**config.mk**
```make
export PLATFORM = sky130hd
export DESIGN_NAME = asc_ctrl
export DESIGN_NICKNAME = d
export VERILOG_FILES = /design/src/shared/asc_pkg.sv /design/src/shared/asc_conv_if.sv /design/src/rtl/asc_clk_div.sv /design/src/rtl/asc_ctrl.sv
export SDC_FILE = /design/constraint.sdc
export NUM_CORES = 1
export LEC_CHECK = 0
export BUFFER_PORTS_ARGS = -buffer_cell sky130_fd_sc_hd__buf_2
export CAP_MARGIN = 30
export CORE_UTILIZATION = 30
export CTS_BUF_LIST = sky130_fd_sc_hd__clkbuf_4
export CTS_CLUSTER_SIZE = 14
export DETAILED_ROUTE_END_ITERATION = 10
export GPL_ROUTABILITY_DRIVEN = 1
export GPL_TIMING_DRIVEN = 0
export PLACE_DENSITY = 0.5
export SYNTH_ARGS = -nofsm -noshare
export SYNTH_HDL_FRONTEND = slang
export SYNTH_SLANG_ARGS = --single-unit
```
**constraint.sdc**
```tcl
create_clock -name ref_clk -period 2.2 [get_ports ref_clk]
set_input_delay 0.11 -clock ref_clk [delete_from_list [all_inputs] [get_ports ref_clk]]
set_output_delay 0.11 -clock ref_clk [all_outputs]
set_load 0.02 [all_outputs]
```
**src/shared/asc_pkg.sv**
```systemverilog
// package: register map, field layout, reset values and timing for the converter control
package asc_pkg;
   // ----------------------------------------------------------------
   // register map (printed offsets are not multiples of four: indices)
   // ----------------------------------------------------------------
   localparam logic [7:0] ASC_IDX_CTRL_ONE = 8'hB4;
   localparam logic [7:0] ASC_IDX_CTRL_TWO = 8'hB5;
   localparam logic [7:0] ASC_IDX_RES_HIGH = 8'hBB;
   localparam logic [7:0] ASC_IDX_RES_LOW  = 8'hBA;
   localparam int         ASC_ADDR_W       = 10;
   // ----------------------------------------------------------------
   // field positions
   // ----------------------------------------------------------------
   localparam int ASC_DONE_BIT  = 7;
   localparam int ASC_START_BIT = 6;
   localparam int ASC_SRC_LSB   = 4;
   localparam int ASC_RND_LSB   = 2;
   localparam int ASC_REF_LSB   = 6;
   localparam int ASC_DEC_LSB   = 4;
   localparam int ASC_CH_LSB    = 0;
   // ----------------------------------------------------------------
   // codes and reset values
   // ----------------------------------------------------------------
   localparam logic [1:0] ASC_SRC_PIN   = 2'h0;
   localparam logic [1:0] ASC_SRC_FULL  = 2'h1;
   localparam logic [1:0] ASC_SRC_TIMER = 2'h2;
   localparam logic [1:0] ASC_SRC_SW    = 2'h3;
   localparam logic [1:0] ASC_RND_IDLE  = 2'h0;
   localparam logic [1:0] ASC_RND_STEP  = 2'h1;
   localparam logic [1:0] ASC_RSV_RST   = 2'h3;
   localparam logic [1:0] ASC_REF_RST   = 2'h0;
   localparam logic [1:0] ASC_DEC_RST   = 2'h1;
   localparam logic [3:0] ASC_CH_RST    = 4'h0;
   localparam logic [3:0] ASC_CH_SINGLE = 4'hC;
   localparam logic [7:0] ASC_RES_RST   = 8'h00;
   localparam logic [15:0] ASC_RANDOM_SHIFT_REGISTER_RST = 16'hFFFF; // all zero would lock
   localparam logic [15:0] ASC_RANDOM_SHIFT_REGISTER_POLY = 16'h8005;
   localparam int         ASC_RANDOM_SHIFT_REGISTER_STEPS = 13;
   // ----------------------------------------------------------------
   // timing
   // ----------------------------------------------------------------
   localparam int         ASC_CLK_DIV    = 6;
   localparam logic [9:0] ASC_SETTLE_CYC = 10'd16;
   localparam logic [9:0] ASC_DEC_64     = 10'd64;
endpackage : asc_pkg

```
**src/shared/asc_conv_if.sv**
```systemverilog
// interface: between the sequencer and its converter clock divider
`timescale 1ns/10ps
interface asc_conv_if;
   logic tick; // one-cycle converter clock enable
   logic run;  // divider runs while high
   modport seq (input tick, output run);
   modport div (output tick, input run);
endinterface : asc_conv_if

```
**src/rtl/asc_clk_div.sv**
```systemverilog
// converter clock enable divider
`timescale 1ns/10ps
module asc_clk_div
   import asc_pkg::*;
#(
   parameter int DIV = ASC_CLK_DIV
)(
   input  wire logic clk,   // system clock
   input  wire logic rst_n, // synchronised reset, active low
   asc_conv_if.div   cv     // tick out, run in
);
   logic [3:0] cnt_q;
   logic [3:0] cnt_d;
   logic       tick_q;
   logic       tick_d;

   always_comb
   begin
      cnt_d  = cnt_q;
      tick_d = 1'b0;
      if (!cv.run)
      begin
         cnt_d = 4'h0;
      end
      else if (cnt_q == 4'(DIV - 1))
      begin
         cnt_d  = 4'h0;
         tick_d = 1'b1;
      end
      else
      begin
         cnt_d = cnt_q + 4'h1;
      end
   end

   always_ff @(posedge clk or negedge rst_n)
   begin
      if (!rst_n)
      begin
         cnt_q  <= 4'h0;
         tick_q <= 1'b0;
      end
      else
      begin
         cnt_q  <= cnt_d;
         tick_q <= tick_d;
      end
   end

   assign cv.tick = tick_q;
endmodule : asc_clk_div

```
**src/rtl/asc_ctrl.sv**
```systemverilog
// converter sequence control registers and sequencer
//
// Our own choice: the Avalon-MM slave port.
`timescale 1ns/10ps
module asc_ctrl
   import asc_pkg::*;
(
   input  wire logic        ref_clk,          // 20 MHz system clock
   input  wire logic        rst_b,            // async reset, active low
   input  wire logic [9:0]  avs_address,      // byte address
   input  wire logic        avs_read,         // read request
   input  wire logic        avs_write,        // write request
   input  wire logic [31:0] avs_writedata,    // write data
   input  wire logic [3:0]  avs_byteenable,   // byte lanes
   output logic      [31:0] avs_readdata,     // read data
   output logic             avs_waitrequest,  // stall
   input  wire logic        external_trigger_pin, // trigger pin, async
   input  wire logic        timer_compare,    // timer channel 0 event
   input  wire logic [11:0] modulator_result, // filtered result
   output logic [3:0]       mux_channel,      // input being converted
   output logic [1:0]       reference_select, // reference for sequence
   output logic             converting,       // sequence running
   output logic             conversion_done_pulse, // sample ready
   output logic             irq               // interrupt, never raised
);
   // ----------------------------------------------------------------
   // reset release and pin synchroniser
   // ----------------------------------------------------------------
   logic [1:0] rst_sync_q;
   logic       rst_n;
   always_ff @(posedge ref_clk or negedge rst_b)
   begin
      if (!rst_b)
      begin
         rst_sync_q <= 2'h0;
      end
      else
      begin
         rst_sync_q <= {rst_sync_q[0], 1'b1};
      end
   end
   assign rst_n = rst_sync_q[1];

   logic [2:0] pin_q;
   logic       pin_lvl_q;
   logic       pin_lvl_d;
   always_comb
   begin
      pin_lvl_d = pin_lvl_q;
      if (pin_q[1] == pin_q[2])
      begin
         pin_lvl_d = pin_q[2];
      end
   end
   // ----------------------------------------------------------------
   // functions
   // ----------------------------------------------------------------
   function automatic logic [15:0] random_shift_register_step(input logic [15:0] v);
      logic [15:0] r;
      r = v;
      for (int i = 0; i < ASC_RANDOM_SHIFT_REGISTER_STEPS; i++)
      begin
         r = {r[14:0], 1'b0} ^ (r[15] ? ASC_RANDOM_SHIFT_REGISTER_POLY : 16'h0000);
      end
      return r;
   endfunction : random_shift_register_step

   function automatic logic [11:0] res_mask(input logic [1:0] dec);
      case (dec)
         2'h0:    res_mask = 12'hFE0; // 7 bits
         2'h1:    res_mask = 12'hFF8; // 9 bits
         2'h2:    res_mask = 12'hFFC; // 10 bits
         default: res_mask = 12'hFFF; // 12 bits
      endcase
   endfunction : res_mask
   // ----------------------------------------------------------------
   // state
   // ----------------------------------------------------------------
   typedef enum logic [1:0] {ASC_IDLE, ASC_SETTLE, ASC_CONV} asc_state_t;
   asc_state_t  st_q, st_d;
   logic        done_q, done_d;
   logic        start_q, start_d;
   logic [1:0]  src_q, src_d;
   logic [1:0]  rnd_q, rnd_d;
   logic [1:0]  rsv_q, rsv_d;
   logic [1:0]  ref_q, ref_d;
   logic [1:0]  dec_q, dec_d;
   logic [3:0]  endch_q, endch_d;   // programmed end channel
   logic [3:0]  lastch_q, lastch_d; // read-back of last conversion
   logic [3:0]  cur_q, cur_d;
   logic [9:0]  cnt_q, cnt_d;
   logic [11:0] res_q, res_d;
   logic [15:0] random_shift_register_q, random_shift_register_d;
   logic        wait_q, wait_d;
   logic [31:0] rdata_q, rdata_d;
   logic        pulse_q, pulse_d;
   logic        trig_d;
   logic        conv_q, conv_d;
   logic        irq_q, irq_d;

   asc_conv_if cv ();
   asc_clk_div #(.DIV(ASC_CLK_DIV)) u_div (
      .clk   (ref_clk),
      .rst_n (rst_n),
      .cv    (cv)
   );
   assign cv.run = (st_q != ASC_IDLE);

   logic       acc;
   logic       hit1, hit2, hitr, hitl;
   logic [7:0] idx;
   logic       pin_rise;
   assign acc  = (avs_read || avs_write) && wait_q;
   assign idx  = avs_address[9:2];
   assign hit1 = (idx == ASC_IDX_CTRL_ONE);
   assign hit2 = (idx == ASC_IDX_CTRL_TWO);
   assign hitr = (idx == ASC_IDX_RES_HIGH);
   assign hitl = (idx == ASC_IDX_RES_LOW);
   assign pin_rise = pin_lvl_d && !pin_lvl_q;
   // ----------------------------------------------------------------
   // next state
   // ----------------------------------------------------------------
   always_comb
   begin
      st_d = st_q;  done_d = done_q;  start_d = start_q;
      src_d = src_q;  rnd_d = rnd_q;  rsv_d = rsv_q;
      ref_d = ref_q;  dec_d = dec_q;  endch_d = endch_q;
      lastch_d = lastch_q;  cur_d = cur_q;  cnt_d = cnt_q;
      res_d = res_q;  random_shift_register_d = random_shift_register_q;  pulse_d = 1'b0;
      rdata_d = rdata_q;
      // one wait cycle per access, answer on the second edge
      wait_d = !acc;
      trig_d = 1'b0;
      // only extra conversions interrupt, and they live elsewhere
      irq_d  = 1'b0;

      if (rnd_q == ASC_RND_STEP)
      begin
         random_shift_register_d = random_shift_register_step(random_shift_register_q);
         rnd_d  = ASC_RND_IDLE;
      end

      // register access
      // writes land on the request edge; read data is registered there too and is valid once waitrequest drops
      if (acc && avs_read)
      begin
         rdata_d = 32'h0;
         if (hit1)
            rdata_d[7:0] = {done_q, start_q, src_q, rnd_q, rsv_q};
         else if (hit2)
            rdata_d[7:0] = {ref_q, dec_q, lastch_q};
         else if (hitr)
            rdata_d[7:0] = res_q[11:4];
         else if (hitl)
            rdata_d[7:0] = {res_q[3:0], 4'h0};
      end
      if (acc && avs_read && hitr)
      begin
         done_d = 1'b0;
      end
      if (acc && avs_write && avs_byteenable[0] && hit1)
      begin
         // done flag is not writable
         src_d = avs_writedata[ASC_SRC_LSB +: 2];
         rnd_d = avs_writedata[ASC_RND_LSB +: 2];
         rsv_d = avs_writedata[1:0];
         if (avs_writedata[ASC_START_BIT] && st_q == ASC_IDLE &&
             avs_writedata[ASC_SRC_LSB +: 2] == ASC_SRC_SW)
         begin
            trig_d = 1'b1;
         end
      end
      if (acc && avs_write && avs_byteenable[0] && hit2)
      begin
         ref_d   = avs_writedata[ASC_REF_LSB +: 2];
         dec_d   = avs_writedata[ASC_DEC_LSB +: 2];
         endch_d = avs_writedata[ASC_CH_LSB +: 4];
      end

      case (src_q)
         ASC_SRC_PIN:   trig_d = trig_d | pin_rise;
         ASC_SRC_TIMER: trig_d = trig_d | timer_compare;
         ASC_SRC_FULL:  trig_d = 1'b1;
         default:       trig_d = trig_d;
      endcase

      case (st_q)
         ASC_IDLE:
         begin
            if (trig_d)
            begin
               st_d    = ASC_SETTLE;
               start_d = (src_d == ASC_SRC_SW);
               cnt_d   = ASC_SETTLE_CYC;
               cur_d   = (endch_d >= ASC_CH_SINGLE) ?
                         endch_d : 4'h0;
            end
         end
         ASC_SETTLE:
         begin
            if (cv.tick)
            begin
               cnt_d = cnt_q - 10'd1;
               if (cnt_q == 10'd1)
               begin
                  st_d  = ASC_CONV;
                  cnt_d = ASC_DEC_64 << dec_q;
               end
            end
         end
         ASC_CONV:
         begin
            if (cv.tick)
            begin
               cnt_d = cnt_q - 10'd1;
               if (cnt_q == 10'd1)
               begin
                  res_d    = modulator_result & res_mask(dec_q);
                  done_d   = 1'b1;
                  pulse_d  = 1'b1;
                  lastch_d = (cur_q >= ASC_CH_SINGLE) ?
                             cur_q : cur_q + 4'h1;
                  cnt_d    = ASC_SETTLE_CYC;
                  if (cur_q < ASC_CH_SINGLE && cur_q < endch_q)
                  begin
                     cur_d = cur_q + 4'h1;
                     st_d  = ASC_SETTLE;
                  end
                  else if (src_q == ASC_SRC_FULL)
                  begin
                     // back-to-back sequence, only settling between
                     cur_d = (endch_q >= ASC_CH_SINGLE) ?
                             endch_q : 4'h0;
                     st_d  = ASC_SETTLE;
                  end
                  else
                  begin
                     st_d    = ASC_IDLE;
                     start_d = 1'b0;
                  end
               end
            end
         end
         default: st_d = ASC_IDLE;
      endcase
      // registered so the pin carries no state-decode glitch
      conv_d = (st_d != ASC_IDLE);
   end
   // ----------------------------------------------------------------
   // registers
   // ----------------------------------------------------------------
   always_ff @(posedge ref_clk or negedge rst_n)
   begin
      if (!rst_n)
      begin
         pin_q <= 3'h0;  pin_lvl_q <= 1'b0;
         st_q <= ASC_IDLE;  done_q <= 1'b0;  start_q <= 1'b0;
         src_q <= ASC_SRC_SW;  rnd_q <= ASC_RND_IDLE;
         rsv_q <= ASC_RSV_RST;  ref_q <= ASC_REF_RST;
         dec_q <= ASC_DEC_RST;  endch_q <= ASC_CH_RST;
         lastch_q <= ASC_CH_RST;  cur_q <= 4'h0;  cnt_q <= 10'd0;
         res_q <= {ASC_RES_RST, 4'h0};  random_shift_register_q <= ASC_RANDOM_SHIFT_REGISTER_RST;
         wait_q <= 1'b1;  rdata_q <= 32'h0;  pulse_q <= 1'b0;
         conv_q <= 1'b0;  irq_q <= 1'b0;
      end
      else
      begin
         pin_q <= {pin_q[1:0], external_trigger_pin};
         pin_lvl_q <= pin_lvl_d;
         st_q <= st_d;  done_q <= done_d;  start_q <= start_d;
         src_q <= src_d;  rnd_q <= rnd_d;  rsv_q <= rsv_d;
         ref_q <= ref_d;  dec_q <= dec_d;  endch_q <= endch_d;
         lastch_q <= lastch_d;  cur_q <= cur_d;  cnt_q <= cnt_d;
         res_q <= res_d;  random_shift_register_q <= random_shift_register_d;
         wait_q <= wait_d;  rdata_q <= rdata_d;  pulse_q <= pulse_d;
         conv_q <= conv_d;  irq_q <= irq_d;
      end
   end

   assign avs_readdata          = rdata_q;
   assign avs_waitrequest       = wait_q;
   assign mux_channel           = cur_q;
   assign reference_select      = ref_q;
   assign converting            = conv_q;
   assign conversion_done_pulse = pulse_q;
   assign irq                   = irq_q;
endmodule : asc_ctrl

```
==> results.sh <==
export IMPL_status="completed"
export IMPL_fp_coreArea_um2=12200
export IMPL_p_int_mw=1.79
export IMPL_slew_violations=0
export IMPL_worst_pin_slew_ns=0.932
export IMPL_switching_share_pct=25.0
export IMPL_regToRegSetupSlack_ns=0.03
export IMPL_startpoint_type="flop"
export IMPL_drv_cap=0
export IMPL_fp_dieW_um=115
export IMPL_grt_max_degree=69
export IMPL_clock_fmax_ghz=0.462
export IMPL_hold_viol_final=0
export IMPL_switchingPower_uw=598
export IMPL_pwr_share_seq_pct=55.9
export IMPL_diodes=0
export IMPL_ir_drop_mv=0.169
export IMPL_wl_per_cell_um=14.5
export IMPL_drtIter0Drc=182
export IMPL_post_drt_via_cell_ratio=4.82
export IMPL_first_global_vias=3237
export IMPL_slew_headroom_pct=37.4
export IMPL_critPathRequiredTime_ns=2.50
export IMPL_grt_pass1_wl_mm=16.2
export IMPL_synth_async_reset_ratio_pct=100
export IMPL_synth_seq_area_share_pct=45.9
export IMPL_avgSynthCellArea_um2=9.72
export IMPL_io_buffers=51
export IMPL_wirelength_mm=10.0
export IMPL_die_h_um=115
export IMPL_clkSlewWorstSetupHoldPaths_ns=0.12
export IMPL_insertion_delay_ns=0.43
export IMPL_post_place_ws_ns=-0.300
export IMPL_start_util_pct=31.4
export IMPL_syn_inst=394
export IMPL_cts_tree="built"
export IMPL_ys_ff_latch=70
export IMPL_clockRootBuffer="clkbuf_4"
export IMPL_ys_flop_type="dfrtp_1"
export IMPL_htreeDepth=3
export IMPL_utilization_pct=41.5
export IMPL_syn_area_um2=3830
export IMPL_comb_power_share_pct=8.6
export IMPL_synthDistinctLibCells=63
export IMPL_clkPwrFrac_pct=35.5
export IMPL_boundaryPins=106
export IMPL_overflow=0
export IMPL_nets=595
export IMPL_fp_row_count=40
export IMPL_syn_to_final_growth_pct=32.4
export IMPL_cts_made_buffers=9
export IMPL_drive_gt1_share_pct=31.9
export IMPL_stdcell_area_um2=5070
export IMPL_crit_fanout=6
export IMPL_r2r_start="cnt_q[5]$_DFFE_PN0P_"
export IMPL_arrival_ns=2.46
export IMPL_drc=0
export IMPL_setup_ws_ns=0.0345
export IMPL_cts_sinks=70
export IMPL_holdCritPathClass="in -> reg"
export IMPL_rsz0062_at_grt="true"
export IMPL_vias=3336
export IMPL_crit_end="mux_channel[3]$_DFFE_PN0P_"
export IMPL_holdWs_ns=0.0704
export IMPL_num_fill_cells=1235
export IMPL_fin_crit_sh_pct=98.4
export IMPL_synth_edf_count=0
export IMPL_reg2reg_to="mux_channel[3]$_DFFE_PN0P_"
export IMPL_place_congestion=0.874
export IMPL_final_common_cell="dfrtp_1"
export IMPL_drt_first_pass_iters=4
export IMPL_die_area_um2=13200
export IMPL_hpwl_mm=7.03
export IMPL_critPathLaunch="cnt_q[5]$_DFFE_PN0P_"
export IMPL_ff2ff_path_depth=5
export IMPL_synth_warnings=0
export IMPL_setup_viol=0
export IMPL_antenna_found_initial=0
export IMPL_power_density_nw_per_um2=471
export IMPL_final_cell_mix="dfrtp_1, nand2_1, buf_2"
export IMPL_postRouteAntennaNets=0
export IMPL_skew_ns=0.0122
export IMPL_place_area_um2=4400
export IMPL_power_mw=2.39
export IMPL_cts_buffer_depth=2
export IMPL_leakage_nw=2.28
export IMPL_cp_end_kind="flop"
export IMPL_crit_type="reg -> reg"
export IMPL_grt_usage_pct=16.1
export IMPL_min_period_ns=2.17
==> stage by stage <==
step / TNS [ns] / instances
floorplan: 0 / 418
detailed placement: -5.78 / 638
CTS: -0.00472 / 682
finish: 0 / 692
global route: -0.0439 / 692
global placement: -52.71 / 637
==> layer usage <==
| layer | vias to the layer above | part of all wire (%) | track usage [%] |
|---|---|---|---|
| met3 | 10 | 3.9 | 3.06 |
| met4 | 0 | 1.4 | 6.75 |
| met5 | - | 0 | 0 |
| li1 | 1621 | - | - |
| met2 | 86 | 48 | 27.0 |
| met1 | 1619 | 46 | 20.4 |
==> layout make-up <==
class	instances	area [um^2]	area share, %
Buffer	36	263	5.18
Timing Repair Buffer	92	626	12.3
Sequential cell	70	1760	34.8
Clock buffer	12	90.1	1.78
Clock inverter	4	50.0	0.987
Multi-Input combinational cell	294	2010	39.6
Inverter	16	60.1	1.18
Tap cell	168	210	4.15
==> cells in the mapped netlist (all sizes together) (2+ instances only) <==
| cell | n | share of area (%) |
|---|---|---|
| dfrtp | 64 | 42 |
| nand2 | 56 | 5.5 |
| o21ai | 31 | 4.0 |
| buf | 30 | 6.1 |
| nor2 | 19 | 1.9 |
| inv | 16 | 1.6 |
| nand3 | 16 | 2.2 |
| mux2 | 15 | 4.5 |
| nor3 | 14 | 2.0 |
| a21oi | 12 | 1.6 |
| ha | 12 | 3.9 |
| clkbuf | 8 | 0.78 |
| a22o | 7 | 1.6 |
| nand2b | 7 | 1.1 |
| a221oi | 6 | 1.4 |
| dfstp | 6 | 4.1 |
| o31ai | 6 | 1.2 |
| a31oi | 5 | 0.82 |
| a222oi | 4 | 1.0 |
| a22oi | 4 | 0.78 |
| nand3b | 4 | 0.78 |
| nand4b | 4 | 0.91 |
| and3 | 3 | 0.49 |
| mux2i | 3 | 0.78 |
| nand4 | 3 | 0.49 |
| nor3b | 3 | 0.72 |
| nor4 | 3 | 0.49 |
| o211ai | 3 | 0.72 |
| or4 | 3 | 0.69 |
| conb | 2 | 0.20 |
| o311ai | 2 | 0.65 |
| or2 | 2 | 0.33 |
| xnor2 | 2 | 0.46 |
==> power groups by stage <==
stage | clock (mW) | sequential (mW) | combinational, mW
floorplan | 0 | 1.36 | 0.103
global placement | 0 | 1.36 | 0.157
detailed placement | 0 | 1.37 | 0.158
CTS | 0.890 | 1.34 | 0.202
global route | 0.939 | 1.35 | 0.223
finish | 0.848 | 1.34 | 0.205
==> what timing repair did <==
action	in CTS	in global routing
cloned	1	0
endpoints found under the setup margin	27	33
hold endpoints to repair	31	0
pin swaps	0	2
gates resized for setup	20	22
buffers inserted	2	11
hold buffers	26	0
==> critical path, stage by stage, from the launching register on <==
cell and delay (ns):
dfrtp_2 0.48, or4_4 0.61, o31ai_1 0.26, a21boi_4 0.33
nor3b_4 0.25, a22oi_1 0.11
==> flip-flops by register name, summed over array words and instances, names as in the netlist, 3 cells and up <==
register,count
lastch_q,4
pin_q,3
mux_channel,4
res_q,12
endch_q,4
u_div.cnt_q,4
cnt_q,10
avs_readdata,8
==> how the worst min path moves through the flow <==
stage,from,to,slack (ns),cells past startpoint
finish,avs_address[2],rnd_q[0]$_DFFE_PN0P_,0.07,4
detailed placement,rst_b,rst_sync_q[0]$_DFF_PN0_,-0.10,1
floorplan,rst_b,rst_sync_q[0]$_DFF_PN0_,-0.19,0
CTS,avs_address[2],rnd_q[0]$_DFFE_PN0P_,0.04,4
global route,avs_address[2],rnd_q[0]$_DFFE_PN0P_,0.07,4
global placement,rst_b,rst_sync_q[0]$_DFF_PN0_,-0.10,1
==> kinds of logic after synthesis <==
family / after synthesis / share of synthesized area (%)
xor+xnor: 3 / 0.686
fa+ha+maj: 13 / 4.18
compound gates: 92 / 16.6
mux: 18 / 5.29
flops: 70 / 45.9
other cells: 2 / 0.196
buf+inv: 54 / 8.43
simple gates: 142 / 18.7
Note: power is estimated with default switching activity, not from simulation.
